File: src/rtl/uart_chan_pkg.sv
package uart_chan_pkg;

  // Register indices; byte address is four times the index
  localparam logic [3:0] REG_DATA     = 4'h0;
  localparam logic [3:0] REG_IER      = 4'h1;
  localparam logic [3:0] REG_IIR_FCR  = 4'h2;
  localparam logic [3:0] REG_LCR      = 4'h3;
  localparam logic [3:0] REG_MCR      = 4'h4;
  localparam logic [3:0] REG_LSR      = 4'h5;
  localparam logic [3:0] REG_MSR      = 4'h6;
  localparam logic [3:0] REG_SCR      = 4'h7;
  localparam logic [3:0] REG_XCTL     = 4'h8;

  // Field positions
  localparam int LCR_DIVISOR_ACCESS_BIT_BIT   = 7;
  localparam int LCR_BREAK_BIT  = 6;
  localparam int LCR_PEN_BIT    = 3;
  localparam int LCR_STB_BIT    = 2;
  localparam int LCR_EPS_BIT    = 4;
  localparam int LCR_STICK_BIT  = 5;
  localparam int MCR_LOOP_BIT   = 4;
  localparam int FCR_ENABLE_BIT = 0;
  localparam int FCR_RXCLR_BIT  = 1;
  localparam int FCR_TXCLR_BIT  = 2;

  // Reset values
  localparam logic [7:0] IIR_RESET = 8'h01;
  localparam logic [7:0] LSR_RESET = 8'h60;
  localparam logic [7:0] REG_RESET = 8'h00;

  // Interrupt identification codes (bits 3:1)
  localparam logic [2:0] ID_LINE    = 3'h3;
  localparam logic [2:0] ID_RXDATA  = 3'h2;
  localparam logic [2:0] ID_TIMEOUT = 3'h6;
  localparam logic [2:0] ID_TRANSMIT_HOLDING_EMPTY    = 3'h1;
  localparam logic [2:0] ID_MODEM   = 3'h0;

  // Receive trigger levels selected by FIFO control bits 7:6
  localparam logic [4:0] TRIG_0 = 5'h01;
  localparam logic [4:0] TRIG_1 = 5'h04;
  localparam logic [4:0] TRIG_2 = 5'h08;
  localparam logic [4:0] TRIG_3 = 5'h0E;

  // Baud generator input and system clock
  localparam longint BRG_IN_FREQ_HZ = 1846200;
  localparam longint CLK_FREQ_HZ    = 250000000;
  localparam int     ACC_W          = 28;
  // Accumulator runs at four times the oscillator rate so the high-speed modes fit
  localparam logic [ACC_W-1:0] ACC_INC = ACC_W'(4 * BRG_IN_FREQ_HZ);
  localparam logic [ACC_W-1:0] ACC_MOD = ACC_W'(CLK_FREQ_HZ);

  localparam int         FIFO_DEPTH    = 16;
  localparam logic [4:0] FIFO_FULL     = 5'h10;
  localparam logic [3:0] TICKS_PER_BIT = 4'hF;
  localparam logic [3:0] START_MID     = 4'h7;
  localparam logic [1:0] TIMEOUT_CHARS = 2'h2;  // Shift amount: four characters

  typedef struct packed {
    logic       brk;
    logic       frame_err;
    logic       parity_err;
    logic [7:0] data;
  } rx_entry_type;

  typedef enum logic [2:0] {ST_IDLE, ST_START, ST_DATA, ST_PARITY, ST_STOP} serial_state_type;

endpackage

File: src/rtl/uart_chan.sv
`timescale 1ns/100ps
module uart_chan
  import uart_chan_pkg::*;
(
  input  wire logic        clk_i,
  input  wire logic        rst_i,
  input  wire logic        wb_cyc_i,
  input  wire logic        wb_stb_i,
  input  wire logic        wb_we_i,
  input  wire logic [5:0]  wb_adr_i,
  input  wire logic [3:0]  wb_sel_i,
  input  wire logic [31:0] wb_dat_i,
  output logic      [31:0] wb_dat_o,
  output logic             wb_ack_o,
  input  wire logic        serial_in_i,
  input  wire logic        clear_send_n_i,
  input  wire logic        set_ready_n_i,
  input  wire logic        ring_n_i,
  input  wire logic        carrier_n_i,
  output logic             serial_out_ch1_o,
  output logic             request_send_n_o,
  output logic             terminal_ready_n_o,
  output logic             user_output_one_n_o,
  output logic             user_output_two_n_o,
  output logic             baud_out_o,
  output logic             channel_interrupt_o
);

  // Bus decode
  logic       ack_q;
  logic       req;
  logic [3:0] idx;
  logic       wr;
  logic       rd;
  logic [7:0] wdat;
  logic [7:0] ier_q, lcr_q, mcr_q, scr_q, fcr_q;
  logic       hs_q;
  logic       divisor_access_bit;

  assign req  = wb_cyc_i & wb_stb_i & ~ack_q;
  assign idx  = wb_adr_i[5:2];
  assign wr   = req & wb_we_i & wb_sel_i[0];
  assign rd   = req & ~wb_we_i;
  assign wdat = wb_dat_i[7:0];
  assign divisor_access_bit = lcr_q[LCR_DIVISOR_ACCESS_BIT_BIT];

  logic wr_div_lo, wr_div_hi, wr_thr, rd_rbr, rd_iir, rd_lsr, rd_msr, wr_fcr;
  assign wr_div_lo = wr & (idx == REG_DATA) & divisor_access_bit;
  assign wr_div_hi = wr & (idx == REG_IER) & divisor_access_bit;
  assign wr_thr    = wr & (idx == REG_DATA) & ~divisor_access_bit;
  assign rd_rbr    = rd & (idx == REG_DATA) & ~divisor_access_bit;
  assign rd_iir    = rd & (idx == REG_IIR_FCR);
  assign rd_lsr    = rd & (idx == REG_LSR);
  assign rd_msr    = rd & (idx == REG_MSR);
  assign wr_fcr    = wr & (idx == REG_IIR_FCR);

  // Input synchronisers: serial in and the four modem inputs
  logic [4:0] sync1_q, sync2_q;
  always_ff @(posedge clk_i) begin
    sync1_q <= {carrier_n_i, ring_n_i, set_ready_n_i, clear_send_n_i, serial_in_i};
    sync2_q <= sync1_q;
  end

  // Oscillator enable: fractional accumulator at four times 1.8462 MHz
  logic [ACC_W-1:0] acc_q;
  logic [1:0]       ph_q;
  logic             tick4;
  assign tick4 = (acc_q >= ACC_MOD - ACC_INC);
  always_ff @(posedge clk_i) begin
    if (rst_i) begin
      acc_q <= '0;
      ph_q  <= 2'h0;
    end else begin
      acc_q <= tick4 ? acc_q + ACC_INC - ACC_MOD : acc_q + ACC_INC;
      if (tick4) ph_q <= ph_q + 2'h1;
    end
  end

  // Baud generator
  logic [15:0] div_q, deff, reload, bcnt_q;
  logic        step, osc, brg_q, tick16, brg_low;
  assign osc    = ph_q[1];
  // High-speed mode steps four times faster and drops divisor bit 15
  assign deff   = (hs_q & div_q[15]) ? {1'b0, div_q[14:0]} : div_q;
  assign step   = (hs_q & div_q[15]) ? tick4 : (tick4 & (ph_q == 2'h3));
  assign reload = (deff == 16'h0000) ? 16'h0003 : deff;
  assign tick16 = step & (bcnt_q == 16'h0001);
  always_comb begin
    if (deff == 16'h0001) brg_low = osc;
    else if (deff == 16'h0002) brg_low = (bcnt_q == 16'h0002);
    else brg_low = (bcnt_q >= reload - 16'h0001);
  end
  always_ff @(posedge clk_i) begin
    if (rst_i) begin
      div_q  <= '0;
      bcnt_q <= 16'h0003;
      brg_q  <= 1'b1;
    end else begin
      if (wr_div_lo) div_q[7:0] <= wdat;
      if (wr_div_hi) div_q[15:8] <= wdat;
      if (wr_div_lo | wr_div_hi) bcnt_q <= 16'h0001;
      else if (step) bcnt_q <= (bcnt_q <= 16'h0001) ? reload : bcnt_q - 16'h0001;
      brg_q <= ~brg_low;
    end
  end
  assign baud_out_o = brg_q;

  // Control registers
  logic fifo_en;
  assign fifo_en = fcr_q[FCR_ENABLE_BIT];
  always_ff @(posedge clk_i) begin
    if (rst_i) begin
      ier_q <= REG_RESET;
      lcr_q <= REG_RESET;
      mcr_q <= REG_RESET;
      fcr_q <= REG_RESET;
      scr_q <= REG_RESET;
      hs_q  <= 1'b0;
    end else if (wr) begin
      case (idx)
        REG_IER:     if (!divisor_access_bit) ier_q <= {4'h0, wdat[3:0]};
        REG_IIR_FCR: fcr_q <= {wdat[7:6], 2'b00, wdat[3], 2'b00, wdat[0]};
        REG_LCR:     lcr_q <= wdat;
        REG_MCR:     mcr_q <= {3'b000, wdat[4:0]};
        REG_SCR:     scr_q <= wdat;
        REG_XCTL:    hs_q <= wdat[0];
        default:     ;
      endcase
    end
  end

  // Frame geometry: start + data + parity + stops, in 16x ticks
  logic [3:0] nbits, char_bits;
  logic [7:0] char_ticks;
  logic [9:0] to_limit;
  assign nbits      = 4'h5 + {2'b00, lcr_q[1:0]};
  assign char_bits  = nbits + 4'h2 + {3'b000, lcr_q[LCR_PEN_BIT]} + {3'b000, lcr_q[LCR_STB_BIT]};
  assign char_ticks = {char_bits, 4'h0};
  assign to_limit   = {char_ticks, 2'b00} << (TIMEOUT_CHARS - 2'h2);

  logic par_bit;
  logic loop_en;
  assign loop_en = mcr_q[MCR_LOOP_BIT];

  // Receive FIFO; also one deep in non-FIFO mode
  rx_entry_type rx_mem [FIFO_DEPTH];
  logic [3:0]   rx_wp_q, rx_rp_q;
  logic [4:0]   rx_cnt_q;
  logic         rx_push, rx_pop, rx_full, rx_clr;
  rx_entry_type rx_new, rx_head;
  assign rx_full = (rx_cnt_q == (fifo_en ? FIFO_FULL : 5'h01));
  assign rx_pop  = rd_rbr & (rx_cnt_q != 5'h00);
  // Clear on reset bit or on any change of FIFO enable
  assign rx_clr  = wr_fcr & (wdat[FCR_RXCLR_BIT] | (wdat[FCR_ENABLE_BIT] != fifo_en));
  assign rx_head = rx_mem[rx_rp_q];
  always_ff @(posedge clk_i) begin
    if (rx_push & ~rx_full) rx_mem[rx_wp_q] <= rx_new;
  end
  always_ff @(posedge clk_i) begin
    if (rst_i | rx_clr) begin
      rx_wp_q  <= 4'h0;
      rx_rp_q  <= 4'h0;
      rx_cnt_q <= 5'h00;
    end else begin
      if (rx_push & ~rx_full) rx_wp_q <= rx_wp_q + 4'h1;
      if (rx_pop) rx_rp_q <= rx_rp_q + 4'h1;
      rx_cnt_q <= rx_cnt_q + {4'h0, rx_push & ~rx_full} - {4'h0, rx_pop};
    end
  end

  // Errors anywhere in the receive FIFO
  logic [FIFO_DEPTH-1:0] ent_err;
  genvar gi;
  generate
    for (gi = 0; gi < FIFO_DEPTH; gi++) begin : g_err
      logic [3:0] off;
      assign off = 4'(gi) - rx_rp_q;
      assign ent_err[gi] = ({1'b0, off} < rx_cnt_q) &
                           (rx_mem[gi].brk | rx_mem[gi].frame_err | rx_mem[gi].parity_err);
    end
  endgenerate

  // Receiver
  serial_state_type rs_q;
  logic [3:0] rtk_q, rbit_q;
  logic [7:0] rsh_q;
  logic       rpar_q, rx_line;
  logic       serial_out_int;
  assign rx_line = loop_en ? serial_out_int : sync2_q[0];
  always_ff @(posedge clk_i) begin
    if (rst_i) begin
      rs_q    <= ST_IDLE;
      rtk_q   <= 4'h0;
      rbit_q  <= 4'h0;
      rsh_q   <= 8'h00;
      rpar_q  <= 1'b0;
      rx_push <= 1'b0;
      rx_new  <= '0;
    end else begin
      rx_push <= 1'b0;
      if (rs_q == ST_IDLE) begin
        rtk_q <= 4'h0;
        if (!rx_line) rs_q <= ST_START;
      end else if (tick16) begin
        rtk_q <= rtk_q + 4'h1;
        case (rs_q)
          ST_START: if (rtk_q == START_MID) begin
            rtk_q  <= 4'h0;
            rbit_q <= 4'h0;
            rsh_q  <= 8'h00;
            rs_q   <= rx_line ? ST_IDLE : ST_DATA;
          end
          ST_DATA: if (rtk_q == TICKS_PER_BIT) begin
            rsh_q[rbit_q[2:0]] <= rx_line;
            rbit_q <= rbit_q + 4'h1;
            if (rbit_q == nbits - 4'h1) rs_q <= lcr_q[LCR_PEN_BIT] ? ST_PARITY : ST_STOP;
          end
          ST_PARITY: if (rtk_q == TICKS_PER_BIT) begin
            rpar_q <= rx_line;
            rs_q   <= ST_STOP;
          end
          ST_STOP: if (rtk_q == TICKS_PER_BIT) begin
            rx_new.data       <= rsh_q;
            rx_new.frame_err  <= ~rx_line;
            rx_new.parity_err <= lcr_q[LCR_PEN_BIT] & (rpar_q != par_bit);
            rx_new.brk        <= ~rx_line & (rsh_q == 8'h00) & ~rpar_q;
            rx_push           <= 1'b1;
            rs_q              <= ST_IDLE;
          end
          default: rs_q <= ST_IDLE;
        endcase
      end
    end
  end
  // Expected parity of the received word
  assign par_bit = lcr_q[LCR_STICK_BIT] ? ~lcr_q[LCR_EPS_BIT] : (^rsh_q) ^ ~lcr_q[LCR_EPS_BIT];

  // Line status: sticky error bits, set wins over the read clear
  logic [3:0] lerr_q;  // {brk, fe, pe, oe}
  logic       head_new;
  assign head_new = (rx_pop & (rx_cnt_q > 5'h01)) | (rx_push & ~rx_full & (rx_cnt_q == 5'h00));
  always_ff @(posedge clk_i) begin
    if (rst_i) begin
      lerr_q <= 4'h0;
    end else begin
      logic [3:0] set;
      set = 4'h0;
      set[0] = rx_push & rx_full;
      if (head_new) begin
        set[3:1] = rx_pop ? {rx_mem[rx_rp_q + 4'h1].brk, rx_mem[rx_rp_q + 4'h1].frame_err,
                             rx_mem[rx_rp_q + 4'h1].parity_err}
                          : {rx_new.brk, rx_new.frame_err, rx_new.parity_err};
      end
      lerr_q <= (rd_lsr ? 4'h0 : lerr_q) | set;
    end
  end

  // Character time-out
  logic [9:0] to_cnt_q;
  logic       to_q;
  always_ff @(posedge clk_i) begin
    if (rst_i | rx_clr) begin
      to_cnt_q <= 10'h000;
      to_q     <= 1'b0;
    end else if (rx_pop | rx_push) begin
      to_cnt_q <= 10'h000;
      to_q     <= 1'b0;
    end else if (!fifo_en || rx_cnt_q == 5'h00) begin
      to_cnt_q <= 10'h000;
      to_q     <= 1'b0;
    end else if (tick16 && !to_q) begin
      to_cnt_q <= to_cnt_q + 10'h001;
      if (to_cnt_q + 10'h001 >= to_limit) to_q <= 1'b1;
    end
  end

  // Transmit FIFO
  logic [7:0] tx_mem [FIFO_DEPTH];
  logic [3:0] tx_wp_q, tx_rp_q;
  logic [4:0] tx_cnt_q;
  logic       tx_pop, tx_clr, tx_push;
  assign tx_clr  = wr_fcr & (wdat[FCR_TXCLR_BIT] | (wdat[FCR_ENABLE_BIT] != fifo_en));
  assign tx_push = wr_thr & (tx_cnt_q != (fifo_en ? FIFO_FULL : 5'h01));
  always_ff @(posedge clk_i) begin
    if (tx_push) tx_mem[tx_wp_q] <= wdat;
  end
  always_ff @(posedge clk_i) begin
    if (rst_i | tx_clr) begin
      tx_wp_q  <= 4'h0;
      tx_rp_q  <= 4'h0;
      tx_cnt_q <= 5'h00;
    end else begin
      if (tx_push) tx_wp_q <= tx_wp_q + 4'h1;
      if (tx_pop) tx_rp_q <= tx_rp_q + 4'h1;
      tx_cnt_q <= tx_cnt_q + {4'h0, tx_push} - {4'h0, tx_pop};
    end
  end

  // Transmitter
  serial_state_type ts_q;
  logic [3:0] ttk_q, tbit_q;
  logic [7:0] tsh_q;
  logic       tpar_q, tline_q, tstop2_q;
  assign tx_pop = (ts_q == ST_IDLE) & (tx_cnt_q != 5'h00);
  always_ff @(posedge clk_i) begin
    if (rst_i) begin
      ts_q     <= ST_IDLE;
      ttk_q    <= 4'h0;
      tbit_q   <= 4'h0;
      tsh_q    <= 8'h00;
      tpar_q   <= 1'b0;
      tline_q  <= 1'b1;
      tstop2_q <= 1'b0;
    end else begin
      case (ts_q)
        ST_IDLE: begin
          tline_q <= 1'b1;
          if (tx_pop) begin
            tsh_q   <= tx_mem[tx_rp_q];
            tpar_q  <= lcr_q[LCR_STICK_BIT] ? ~lcr_q[LCR_EPS_BIT] : (^tx_mem[tx_rp_q]) ^ ~lcr_q[LCR_EPS_BIT];
            ttk_q   <= 4'h0;
            tbit_q  <= 4'h0;
            tline_q <= 1'b0;
            ts_q    <= ST_START;
          end
        end
        default: if (tick16) begin
          ttk_q <= ttk_q + 4'h1;
          if (ttk_q == TICKS_PER_BIT) begin
            case (ts_q)
              ST_START: begin
                ts_q    <= ST_DATA;
                tline_q <= tsh_q[0];
              end
              ST_DATA: begin
                tbit_q <= tbit_q + 4'h1;
                if (tbit_q == nbits - 4'h1) begin
                  ts_q     <= lcr_q[LCR_PEN_BIT] ? ST_PARITY : ST_STOP;
                  tline_q  <= lcr_q[LCR_PEN_BIT] ? tpar_q : 1'b1;
                  tstop2_q <= lcr_q[LCR_STB_BIT];
                end else begin
                  tline_q <= tsh_q[3'(tbit_q + 4'h1)];
                end
              end
              ST_PARITY: begin
                ts_q    <= ST_STOP;
                tline_q <= 1'b1;
              end
              default: begin
                if (tstop2_q) tstop2_q <= 1'b0;
                else ts_q <= ST_IDLE;
              end
            endcase
          end
        end
      endcase
    end
  end
  assign serial_out_int   = tline_q & ~lcr_q[LCR_BREAK_BIT];
  // Loopback holds the pin marking and keeps modem outputs inactive
  assign serial_out_ch1_o = serial_out_int | loop_en;

  // Transmit empty interrupt with the short-burst delay
  logic       transmit_holding_empty_q, two_seen_q, dly_on_q, tx_empty_q;
  logic [7:0] dly_q;
  logic       tx_empty;
  // Priority decode results, driven further down with the interrupt logic
  logic       irq_pend;
  logic [2:0] iir_id;
  assign tx_empty = (tx_cnt_q == 5'h00);
  always_ff @(posedge clk_i) begin
    if (rst_i) begin
      transmit_holding_empty_q     <= 1'b0;
      two_seen_q <= 1'b0;
      dly_on_q   <= 1'b0;
      dly_q      <= 8'h00;
      tx_empty_q <= 1'b1;
    end else begin
      logic transmit_holding_empty_set;
      logic transmit_holding_empty_clr;
      transmit_holding_empty_set = 1'b0;
      transmit_holding_empty_clr = 1'b0;
      tx_empty_q <= tx_empty;
      if (tx_cnt_q >= 5'h02) two_seen_q <= 1'b1;
      if (tx_empty & ~tx_empty_q) begin
        if (two_seen_q || !fifo_en) transmit_holding_empty_set = 1'b1;
        else begin
          dly_on_q <= 1'b1;
          dly_q    <= 8'h00;
        end
      end
      if (dly_on_q) begin
        if (!tx_empty) dly_on_q <= 1'b0;
        else if (tick16) begin
          dly_q <= dly_q + 8'h01;
          if (dly_q + 8'h01 >= char_ticks - 8'h10) begin
            dly_on_q <= 1'b0;
            transmit_holding_empty_set = 1'b1;
          end
        end
      end
      if (wr_fcr && wdat[FCR_ENABLE_BIT] != fifo_en) begin
        dly_on_q <= 1'b0;
        transmit_holding_empty_set = 1'b1;
      end
      if (wr && idx == REG_IER && !divisor_access_bit && wdat[1] && !ier_q[1] && tx_empty) transmit_holding_empty_set = 1'b1;
      transmit_holding_empty_clr = wr_thr | (rd_iir & (iir_id == ID_TRANSMIT_HOLDING_EMPTY) & irq_pend);
      if (transmit_holding_empty_set) two_seen_q <= 1'b0;
      transmit_holding_empty_q <= transmit_holding_empty_set | (transmit_holding_empty_q & ~transmit_holding_empty_clr);
    end
  end

  // Modem status
  logic [3:0] mst, mst_q, dlt_q;  // {dcd, ri, dsr, cts}
  assign mst = loop_en ? {mcr_q[3], mcr_q[2], mcr_q[0], mcr_q[1]} : ~sync2_q[4:1];
  always_ff @(posedge clk_i) begin
    if (rst_i) begin
      mst_q <= 4'h0;
      dlt_q <= 4'h0;
    end else begin
      mst_q <= mst;
      dlt_q <= (rd_msr ? 4'h0 : dlt_q) |
               {mst[3] ^ mst_q[3], ~mst[2] & mst_q[2], mst[1] ^ mst_q[1], mst[0] ^ mst_q[0]};
    end
  end
  assign request_send_n_o    = ~mcr_q[1] | loop_en;
  assign terminal_ready_n_o  = ~mcr_q[0] | loop_en;
  assign user_output_one_n_o = ~mcr_q[2] | loop_en;
  assign user_output_two_n_o = ~mcr_q[3] | loop_en;

  // Interrupt priority
  logic [4:0] trig;
  logic       ls_int, rda_int, to_int, transmit_holding_empty_int, ms_int;
  always_comb begin
    case (fcr_q[7:6])
      2'h0:    trig = TRIG_0;
      2'h1:    trig = TRIG_1;
      2'h2:    trig = TRIG_2;
      default: trig = TRIG_3;
    endcase
    if (!fifo_en) trig = TRIG_0;
  end
  assign ls_int   = ier_q[2] & (|lerr_q);
  assign rda_int  = ier_q[0] & (rx_cnt_q >= trig);
  assign to_int   = ier_q[0] & to_q;
  assign transmit_holding_empty_int = ier_q[1] & transmit_holding_empty_q;
  assign ms_int   = ier_q[3] & (|dlt_q);
  assign irq_pend = ls_int | rda_int | to_int | transmit_holding_empty_int | ms_int;
  always_comb begin
    if (ls_int) iir_id = ID_LINE;
    else if (rda_int) iir_id = ID_RXDATA;
    else if (to_int) iir_id = ID_TIMEOUT;
    else if (transmit_holding_empty_int) iir_id = ID_TRANSMIT_HOLDING_EMPTY;
    else iir_id = ID_MODEM;
  end
  assign channel_interrupt_o = irq_pend;

  // Status views
  logic [7:0] line_status_reg, msr, interrupt_ident_reg;
  assign line_status_reg = {|ent_err, tx_empty & (ts_q == ST_IDLE), tx_empty, lerr_q[3:1], lerr_q[0],
                rx_cnt_q != 5'h00};
  assign msr = {mst, dlt_q};
  assign interrupt_ident_reg = {fifo_en, fifo_en, 2'b00, irq_pend ? iir_id : 3'h0, ~irq_pend};

  // Bus answer: acknowledge one cycle after the request, unmapped reads return zero
  always_ff @(posedge clk_i) begin
    if (rst_i) begin
      ack_q    <= 1'b0;
      wb_dat_o <= 32'h0000_0000;
    end else begin
      ack_q <= req;
      if (rd) begin
        case (idx)
          REG_DATA:    wb_dat_o <= {24'h0, divisor_access_bit ? div_q[7:0] : rx_head.data};
          REG_IER:     wb_dat_o <= {24'h0, divisor_access_bit ? div_q[15:8] : ier_q};
          REG_IIR_FCR: wb_dat_o <= {24'h0, interrupt_ident_reg};
          REG_LCR:     wb_dat_o <= {24'h0, lcr_q};
          REG_MCR:     wb_dat_o <= {24'h0, mcr_q};
          REG_LSR:     wb_dat_o <= {24'h0, line_status_reg};
          REG_MSR:     wb_dat_o <= {24'h0, msr};
          REG_SCR:     wb_dat_o <= {24'h0, scr_q};
          REG_XCTL:    wb_dat_o <= {31'h0, hs_q};
          default:     wb_dat_o <= 32'h0000_0000;
        endcase
      end
    end
  end
  assign wb_ack_o = ack_q;

endmodule

File: config.mk
export PLATFORM = sky130hd
export DESIGN_NAME = uart_chan
export DESIGN_NICKNAME = d
export VERILOG_FILES = /design/src/rtl/uart_chan_pkg.sv /design/src/rtl/uart_chan.sv
export SDC_FILE = /design/constraint.sdc
export NUM_CORES = 1
export LEC_CHECK = 0
export ABC_CLOCK_PERIOD_IN_PS = 5500
export BUFFER_PORTS_ARGS = -buffer_cell sky130_fd_sc_hd__buf_2
export CORE_AREA = 2 2 211 213
export DETAILED_ROUTE_END_ITERATION = 16
export DIE_AREA = 0 0 213 215
export PLACE_DENSITY = 0.77
export SKIP_LAST_GASP = 1
export SLEW_MARGIN = 20
export SYNTH_ARGS = -nofsm -noshare
export SYNTH_HDL_FRONTEND = slang
export SYNTH_SLANG_ARGS = --single-unit
File: constraint.sdc
create_clock -name clk_i -period 5.5 [get_ports clk_i]
set_input_delay 0.825 -clock clk_i [delete_from_list [all_inputs] [get_ports clk_i]]
set_output_delay 0.825 -clock clk_i [all_outputs]
set_load 0.005 [all_outputs]
==> results of run 1 <==
==> sequential cells by signal, summed over array words and instances, names as in the netlist, 5 cells and up, named ones only <==
| signal | flops |
|---|---|
| acc_q | 23 |
| bcnt_q | 16 |
| div_q | 16 |
| dly_q | 8 |
| lcr_q | 8 |
| mcr_q | 5 |
| rsh_q | 8 |
| rx_cnt_q | 5 |
| rx_mem | 176 |
| rx_new | 11 |
| scr_q | 8 |
| sync1_q | 5 |
| sync2_q | 5 |
| to_cnt_q | 10 |
| tsh_q | 8 |
| tx_cnt_q | 5 |
| tx_mem | 128 |
| wb_dat_o | 8 |
==> per-layer routing <==
metal  GRT usage  up-vias  routed length [microns]
li1            -     8215                        -
met1       0.366     8729                    24700
met4       0.109        0                     2540
met5           0        -                        0
met3      0.0452      172                     4720
met2       0.445      846                    29400
==> final cells by class <==
class                           instances  share of cell area
Sequential cell                       533               0.489
Multi-Input combinational cell       1510               0.398
Clock buffer                           72              0.0524
Tap cell                              592              0.0264
Timing Repair Buffer                   66              0.0144
Inverter                               88              0.0118
Clock inverter                         25             0.00852
Antenna cell                            1           0.0000892
==> kinds of logic (layout without fill, tap and decap cells) <==
group | Yosys count | after routing | share of synthesized area
buffers and inverters | 227 | 251 | 0.0371
adders and majority gates | 116 | 116 | 0.0573
muxes | 157 | 157 | 0.106
other | 1 | 25 | 0.000146
AOI/OAI and AO/OA | 403 | 403 | 0.0993
DFF | 533 | 533 | 0.533
and+or+nand+nor | 687 | 687 | 0.125
xor gates and xnor gates | 123 | 123 | 0.0419
==> worst max-delay path by stage <==
stage,startpoint,end,slack [ns]
after floorplan,rx_rp_q[0],wb_dat_o[7],1.51
after global placement,acc_q[10],rsh_q[4],1.42
after detailed placement,acc_q[10],rsh_q[4],1.33
after CTS,fcr_q[0],channel_interrupt_o,0.95
after global routing,fcr_q[0],channel_interrupt_o,0.70
final,fcr_q[0],channel_interrupt_o,0.87
==> Yosys cell counts, drive strengths merged, types with 19 or more instances <==
cell type / count / area [sq um]
edfxtp: 304 / 9130
nor2: 236 / 888
dfxtp: 229 / 4580
nand2: 172 / 646
a21oi: 149 / 749
ha: 113 / 1410
clkbuf: 96 / 363
mux4: 91 / 2050
inv: 86 / 323
o21ai: 78 / 390
xnor2: 76 / 666
nand3: 63 / 315
mux2i: 61 / 611
nor3: 52 / 270
xor2: 47 / 412
buf: 43 / 262
a21o: 34 / 255
a22oi: 31 / 238
nand2b: 26 / 163
nand4: 24 / 156
and3: 20 / 125
o32ai: 19 / 174
==> through the flow <==
| stage | hold slack [ns] | instance area [sq um] | power, mW | instances |
|---|---|---|---|---|
| global placement | 0.316 | 26300 | 6.14 | 2789 |
| finish | 0.325 | 28100 | 9.69 | 2887 |
| detailed placement | 0.312 | 26300 | 6.20 | 2789 |
| CTS | 0.308 | 28000 | 9.70 | 2886 |
| floorplan | 0.310 | 25800 | 5.84 | 2270 |
| global route | 0.311 | 28100 | 10.1 | 2886 |
==> worst max-delay path, cell delays in order (launching register included) <==
cell and delay [ns]:
dfxtp_1 0.78, o21ai_0 0.21, ha_1 0.32, nand2b_1 0.14, a21o_1 0.17, a21o_1 0.17
a211o_1 0.31, o21ai_0 0.40, nand4_1 0.41, buf_2 0.28
==> power by group <==
group          internal, mW  total [mW]  leakage, nW  switching (mW)
clock                  2.02        3.53        0.826            1.51
combinational         0.694        1.59         4.43           0.891
sequential             4.33        4.57         4.64           0.247
==> metrics.md, run 1 <==
| Metric | Value |
|---|---|
| Worst hold path depth | 0 |
| Predominant post-synthesis flop cell | edfxtp_1 |
| Final setup margin | 0.868 ns |
| Vias post-DR | 18000 |
| Register area share after synthesis | 0.533 |
| Detailed Routing Iterations Pass 1 | 6 |
| Flop2flop setup slack | 1.23 ns |
| Max clock buf depth | 3 |
| Syn. warnings | 0 |
| Slew margin rel. | 0.261 |
| Hold Crit Start | sync1_q[0] |
| Arr. time, crit path | 3.81 ns |
| Fin nets | 2420 |
| Number of gates resized after cts | 0 |
| FF-to-FF End | transmit_holding_empty_q |
| Final Critical Period | 4.63 ns |
| Setup crit end kind | primary output |
| Clk_lat worst skew | 0.61 ns |
| H-tree lvl count | 2 |
| Total Routing Usage GR | 0.273 |
| Via density | 6.22 |
| Final setup TNS | 0 ns |
| Cts-stage hold buffer count | 0 |
| Post-synth EDFFs | 304 |
| Synth Cell Area | 25700 sq um |
| Die X | 213 microns |
| RSZ-0062 raised after global routing | false |
| Lkg Pwr | 9.90 nW |
| Full die area | 45800 sq um |
| Max IR drop VDD | 0.296 mV |
| Port buffer count | 38 |
| Max cap viols | 0 |
| Critical path class | reg -> out |
| WHS Endpoint | sync2_q[0] |
| Post-CTS setup buffers | 0 |
| Global-route wire length before repair | 97300 microns |
| Run status | finished clean |
| Fmax | 0.216 GHz |
| Tightest Pin Transition | 1.10 ns |
| Num CTS Buffers | 53 |
| Async SR Flop Fraction | 0 |
| Rows | 77 |
| Gate count of the mapped netlist | 2247 |
| Crit share post-route | 0.842 |
| Multi-input gate area | 11200 sq um |
| Average cell area after synthesis | 11.4 sq um |
| Pre-CTS WS | 1.33 ns |
| Area Overhead vs Synth | 9.11% |
| Post-DRT Antenna Nets | 0 |
| TritonCTS Sinks | 533 |
| R2R Path Start | acc_q[10] |
| Critical Path RT | 4.68 ns |
| FF+latch area | 13700 sq um |
| Initial DRC count | 1937 |
| Register bit total from synthesis | 533 |
| PwrDens | 345 nW/um^2 |
| Share of cells above drive strength 1 | 0.116 |
| Commonest cells after routing, fill and taps aside | 304 x edfxtp_1, 232 x nor2_1, 226 x dfxtp_1 |
| Layout Skew | 0.0237 ns |
| Final setup vio count | 0 |
| Slew Limit Fails | 0 |
| Routed WL | 61400 microns |
| CP max FO | 16 |
| Netlist cell types | 80 |
| Worst Setup Start Kind | flip-flop |
| DRC Markers | 0 |
| Routability cong. | 0.918 |
| Final Util | 0.643 |
| Fillers | 3242 |
| Starting Density | 0.589 |
| Min-delay worst type | reg -> reg |
| CTS tree | done |
| Chip height | 215 microns |
| Vias in the first global route | 17500 |
| Worst-path clk slew | 0.06 ns |
| Dpl hpwl | 41600 microns |
| Largest net degree at the start of global routing | 90 |
| Top Ports | 92 |
| Drt wl/cell | 21.3 microns |
| Core Footprint | 43600 sq um |
| Leading cell type in the layout, fill and taps excluded | edfxtp_1 |
| Cells on worst reg2reg path | 8 |
| Final Hold Viols | 0 |
| Root Buffer | clkbuf_16 |
| Overflow left after global routing | 0 |
| Antenna violations before repair | 1 |
Note: power is estimated with default switching activity, not from simulation.
==> run 2, diff against run 1 <==
- ABC_CLOCK_PERIOD_IN_PS: 5500 -> 4800
- clock period: 5.5 -> 4.8 ns (I/O delays scaled with it)
==> metrics.md, run 2 (synthesized netlist as in run 1, its figures left out) <==
| Metric | Value |
|---|---|
| Overflow left after global routing | 0 |
| H-tree lvl count | 2 |
| Port buffer count | 38 |
| Commonest cells after routing, fill and taps aside | 304 x edfxtp_1, 231 x nor2_1, 226 x dfxtp_1 |
| Hold Crit Start | carrier_n_i |
| Post-CTS setup buffers | 0 |
| Root Buffer | clkbuf_16 |
| Regs by FF count | rx_mem: 176 flops, tx_mem: 128 flops, acc_q: 23 flops |
| R2R Path Start | acc_q[10] |
| Critical path class | reg -> out |
| Critical Path RT | 4.08 ns |
| Via density | 6.18 |
| Number of gates resized after cts | 0 |
| P_sw | 3.14 mW |
| Delay of the slowest critical-path stage | 0.73 ns |
| PwrDens | 412 nW/um^2 |
| Worst-path cell chain | o21ai_0 > ha_1 > nand2b_1 > a21o_1 > a21o_1 > a211o_1 > o21ai_0 > nand4_1 > buf_2 |
| FF-to-FF End | to_cnt_q[3] |
| Run status | finished clean |
| Max IR drop VDD | 0.385 mV |
| Critical path's slowest cell | dfxtp_1 |
| Post-DRT Antenna Nets | 0 |
| Worst hold path depth | 1 |
| Full die area | 45800 sq um |
| Cts-stage hold buffer count | 0 |
| Slew Limit Fails | 0 |
| Antenna violations before repair | 2 |
| Num CTS Buffers | 56 |
| Final setup vio count | 0 |
| Core Footprint | 43600 sq um |
| Fmax | 0.221 GHz |
| Crit share post-route | 0.941 |
| Vias in the first global route | 17500 |
| Share of cells above drive strength 1 | 0.125 |
| CP max FO | 16 |
| Drt wl/cell | 21.4 microns |
| TritonCTS Sinks | 533 |
| Final setup TNS | 0 ns |
| Area Overhead vs Synth | 10.5% |
| Internal Power | 8.58 mW |
| Global-route wire length before repair | 97300 microns |
| Starting Density | 0.589 |
| Biggest register | rx_mem |
| Top Ports | 92 |
| WHS Endpoint | sync1_q[4] |
| DRC Markers | 0 |
| Lkg Pwr | 10.1 nW |
| Tightest Pin Transition | 1.01 ns |
| Layout Skew | 0.0243 ns |
| Final Hold Viols | 0 |
| Clock Power Share | 0.398 |
| Pre-CTS WS | 0.798 ns |
| Max cap viols | 0 |
| Reg power frac | 0.443 |
| Detailed Routing Iterations Pass 1 | 6 |
| Arr. time, crit path | 3.80 ns |
| CP delay by family, top | compound AO/OA/AOI/OAI gates |
| Worst Setup Start Kind | flip-flop |
| Die X | 213 microns |
| Fin nets | 2431 |
| CTS tree | done |
| Rows | 77 |
| Worst-path clk slew | 0.06 ns |
| Chip height | 215 microns |
| Final Util | 0.651 |
| Cells on worst reg2reg path | 10 |
| Bufs and invs on worst path | 1 |
| Initial DRC count | 1560 |
| Vias post-DR | 18000 |
| Slew margin rel. | 0.311 |
| Power share of the combinational group | 0.159 |
| Total Routing Usage GR | 0.273 |
| Setup crit end kind | primary output |
| Routed WL | 62100 microns |
| Clk_lat worst skew | 0.61 ns |
| Dpl hpwl | 41500 microns |
| Leading cell type in the layout, fill and taps excluded | edfxtp_1 |
| Flop2flop setup slack | 0.77 ns |
| Min-delay worst type | in -> reg |
| Number of flip-flops in the largest register | 176 |
| Largest net degree at the start of global routing | 88 |
| RSZ-0062 raised after global routing | false |
| Final setup margin | 0.282 ns |
| Switching Share | 0.268 |
| Final Critical Period | 4.52 ns |
| Max clock buf depth | 3 |
| Routability cong. | 0.922 |
run 2: worst register-to-register path, stage by stage, from the launching register on:
cell,delay [ns]
dfxtp_1,0.43
or4_4,0.55
or4_1,0.53
a211o_1,0.41
a21oi_2,0.30
buf_4,0.37
nand4_2,0.44
nor2_2,0.47
nand4_1,0.18
xor2_1,0.17
nor2_1,0.06
run 2: routing by layer:
| metal | vias up | global-route usage | part of all wire |
|---|---|---|---|
| met4 | 2 | 0.101 | 0.034 |
| met2 | 720 | 0.457 | 0.49 |
| met3 | 136 | 0.0399 | 0.068 |
| li1 | 8250 | - | - |
| met5 | - | 0 | 0.00018 |
| met1 | 8845 | 0.362 | 0.41 |
run 2: power groups by stage:
stage	Combinational, mW	Clock [mW]	Sequential, mW
6_report	1.86	4.66	5.20
3_3_place_gp	1.78	0	5.28
5_1_grt	2.06	4.88	5.22
2_1_floorplan	1.57	0	5.13
3_5_place_dp	1.82	0	5.28
4_1_cts	1.84	4.71	5.19
run 2: metrics by stage:
stage	cell area, sq um	std cells	hold slack (ns)	power, mW
after floorplan	25800	2270	0.310	6.69
after global placement	26400	2797	0.313	7.06
after detailed placement	26400	2797	0.318	7.10
after CTS	28400	2903	0.183	11.7
after global routing	28400	2903	0.191	12.2
final	28400	2905	0.204	11.7
run 2: cell type report:
type | count | area [sq um]
antenna | 2 | 5.00
clock inverter | 32 | 404
fill | 3169 | 15200
inverter | 88 | 330
tap | 592 | 741
clock buffer | 74 | 1620
multi-input combinational | 1510 | 11100
sequential | 533 | 13700
timing repair buffer | 74 | 463
run 2: how the worst max path moves through the flow:
stage / start / end / slack, ns / cells past startpoint
6_report: fcr_q[0] / channel_interrupt_o / 0.28 / 9
5_1_grt: fcr_q[0] / channel_interrupt_o / 0.15 / 9
4_1_cts: fcr_q[0] / channel_interrupt_o / 0.38 / 9
3_5_place_dp: acc_q[10] / to_cnt_q[3] / 0.80 / 10
3_3_place_gp: acc_q[10] / to_cnt_q[3] / 0.89 / 10
2_1_floorplan: rx_rp_q[0] / wb_dat_o[7] / 0.81 / 16
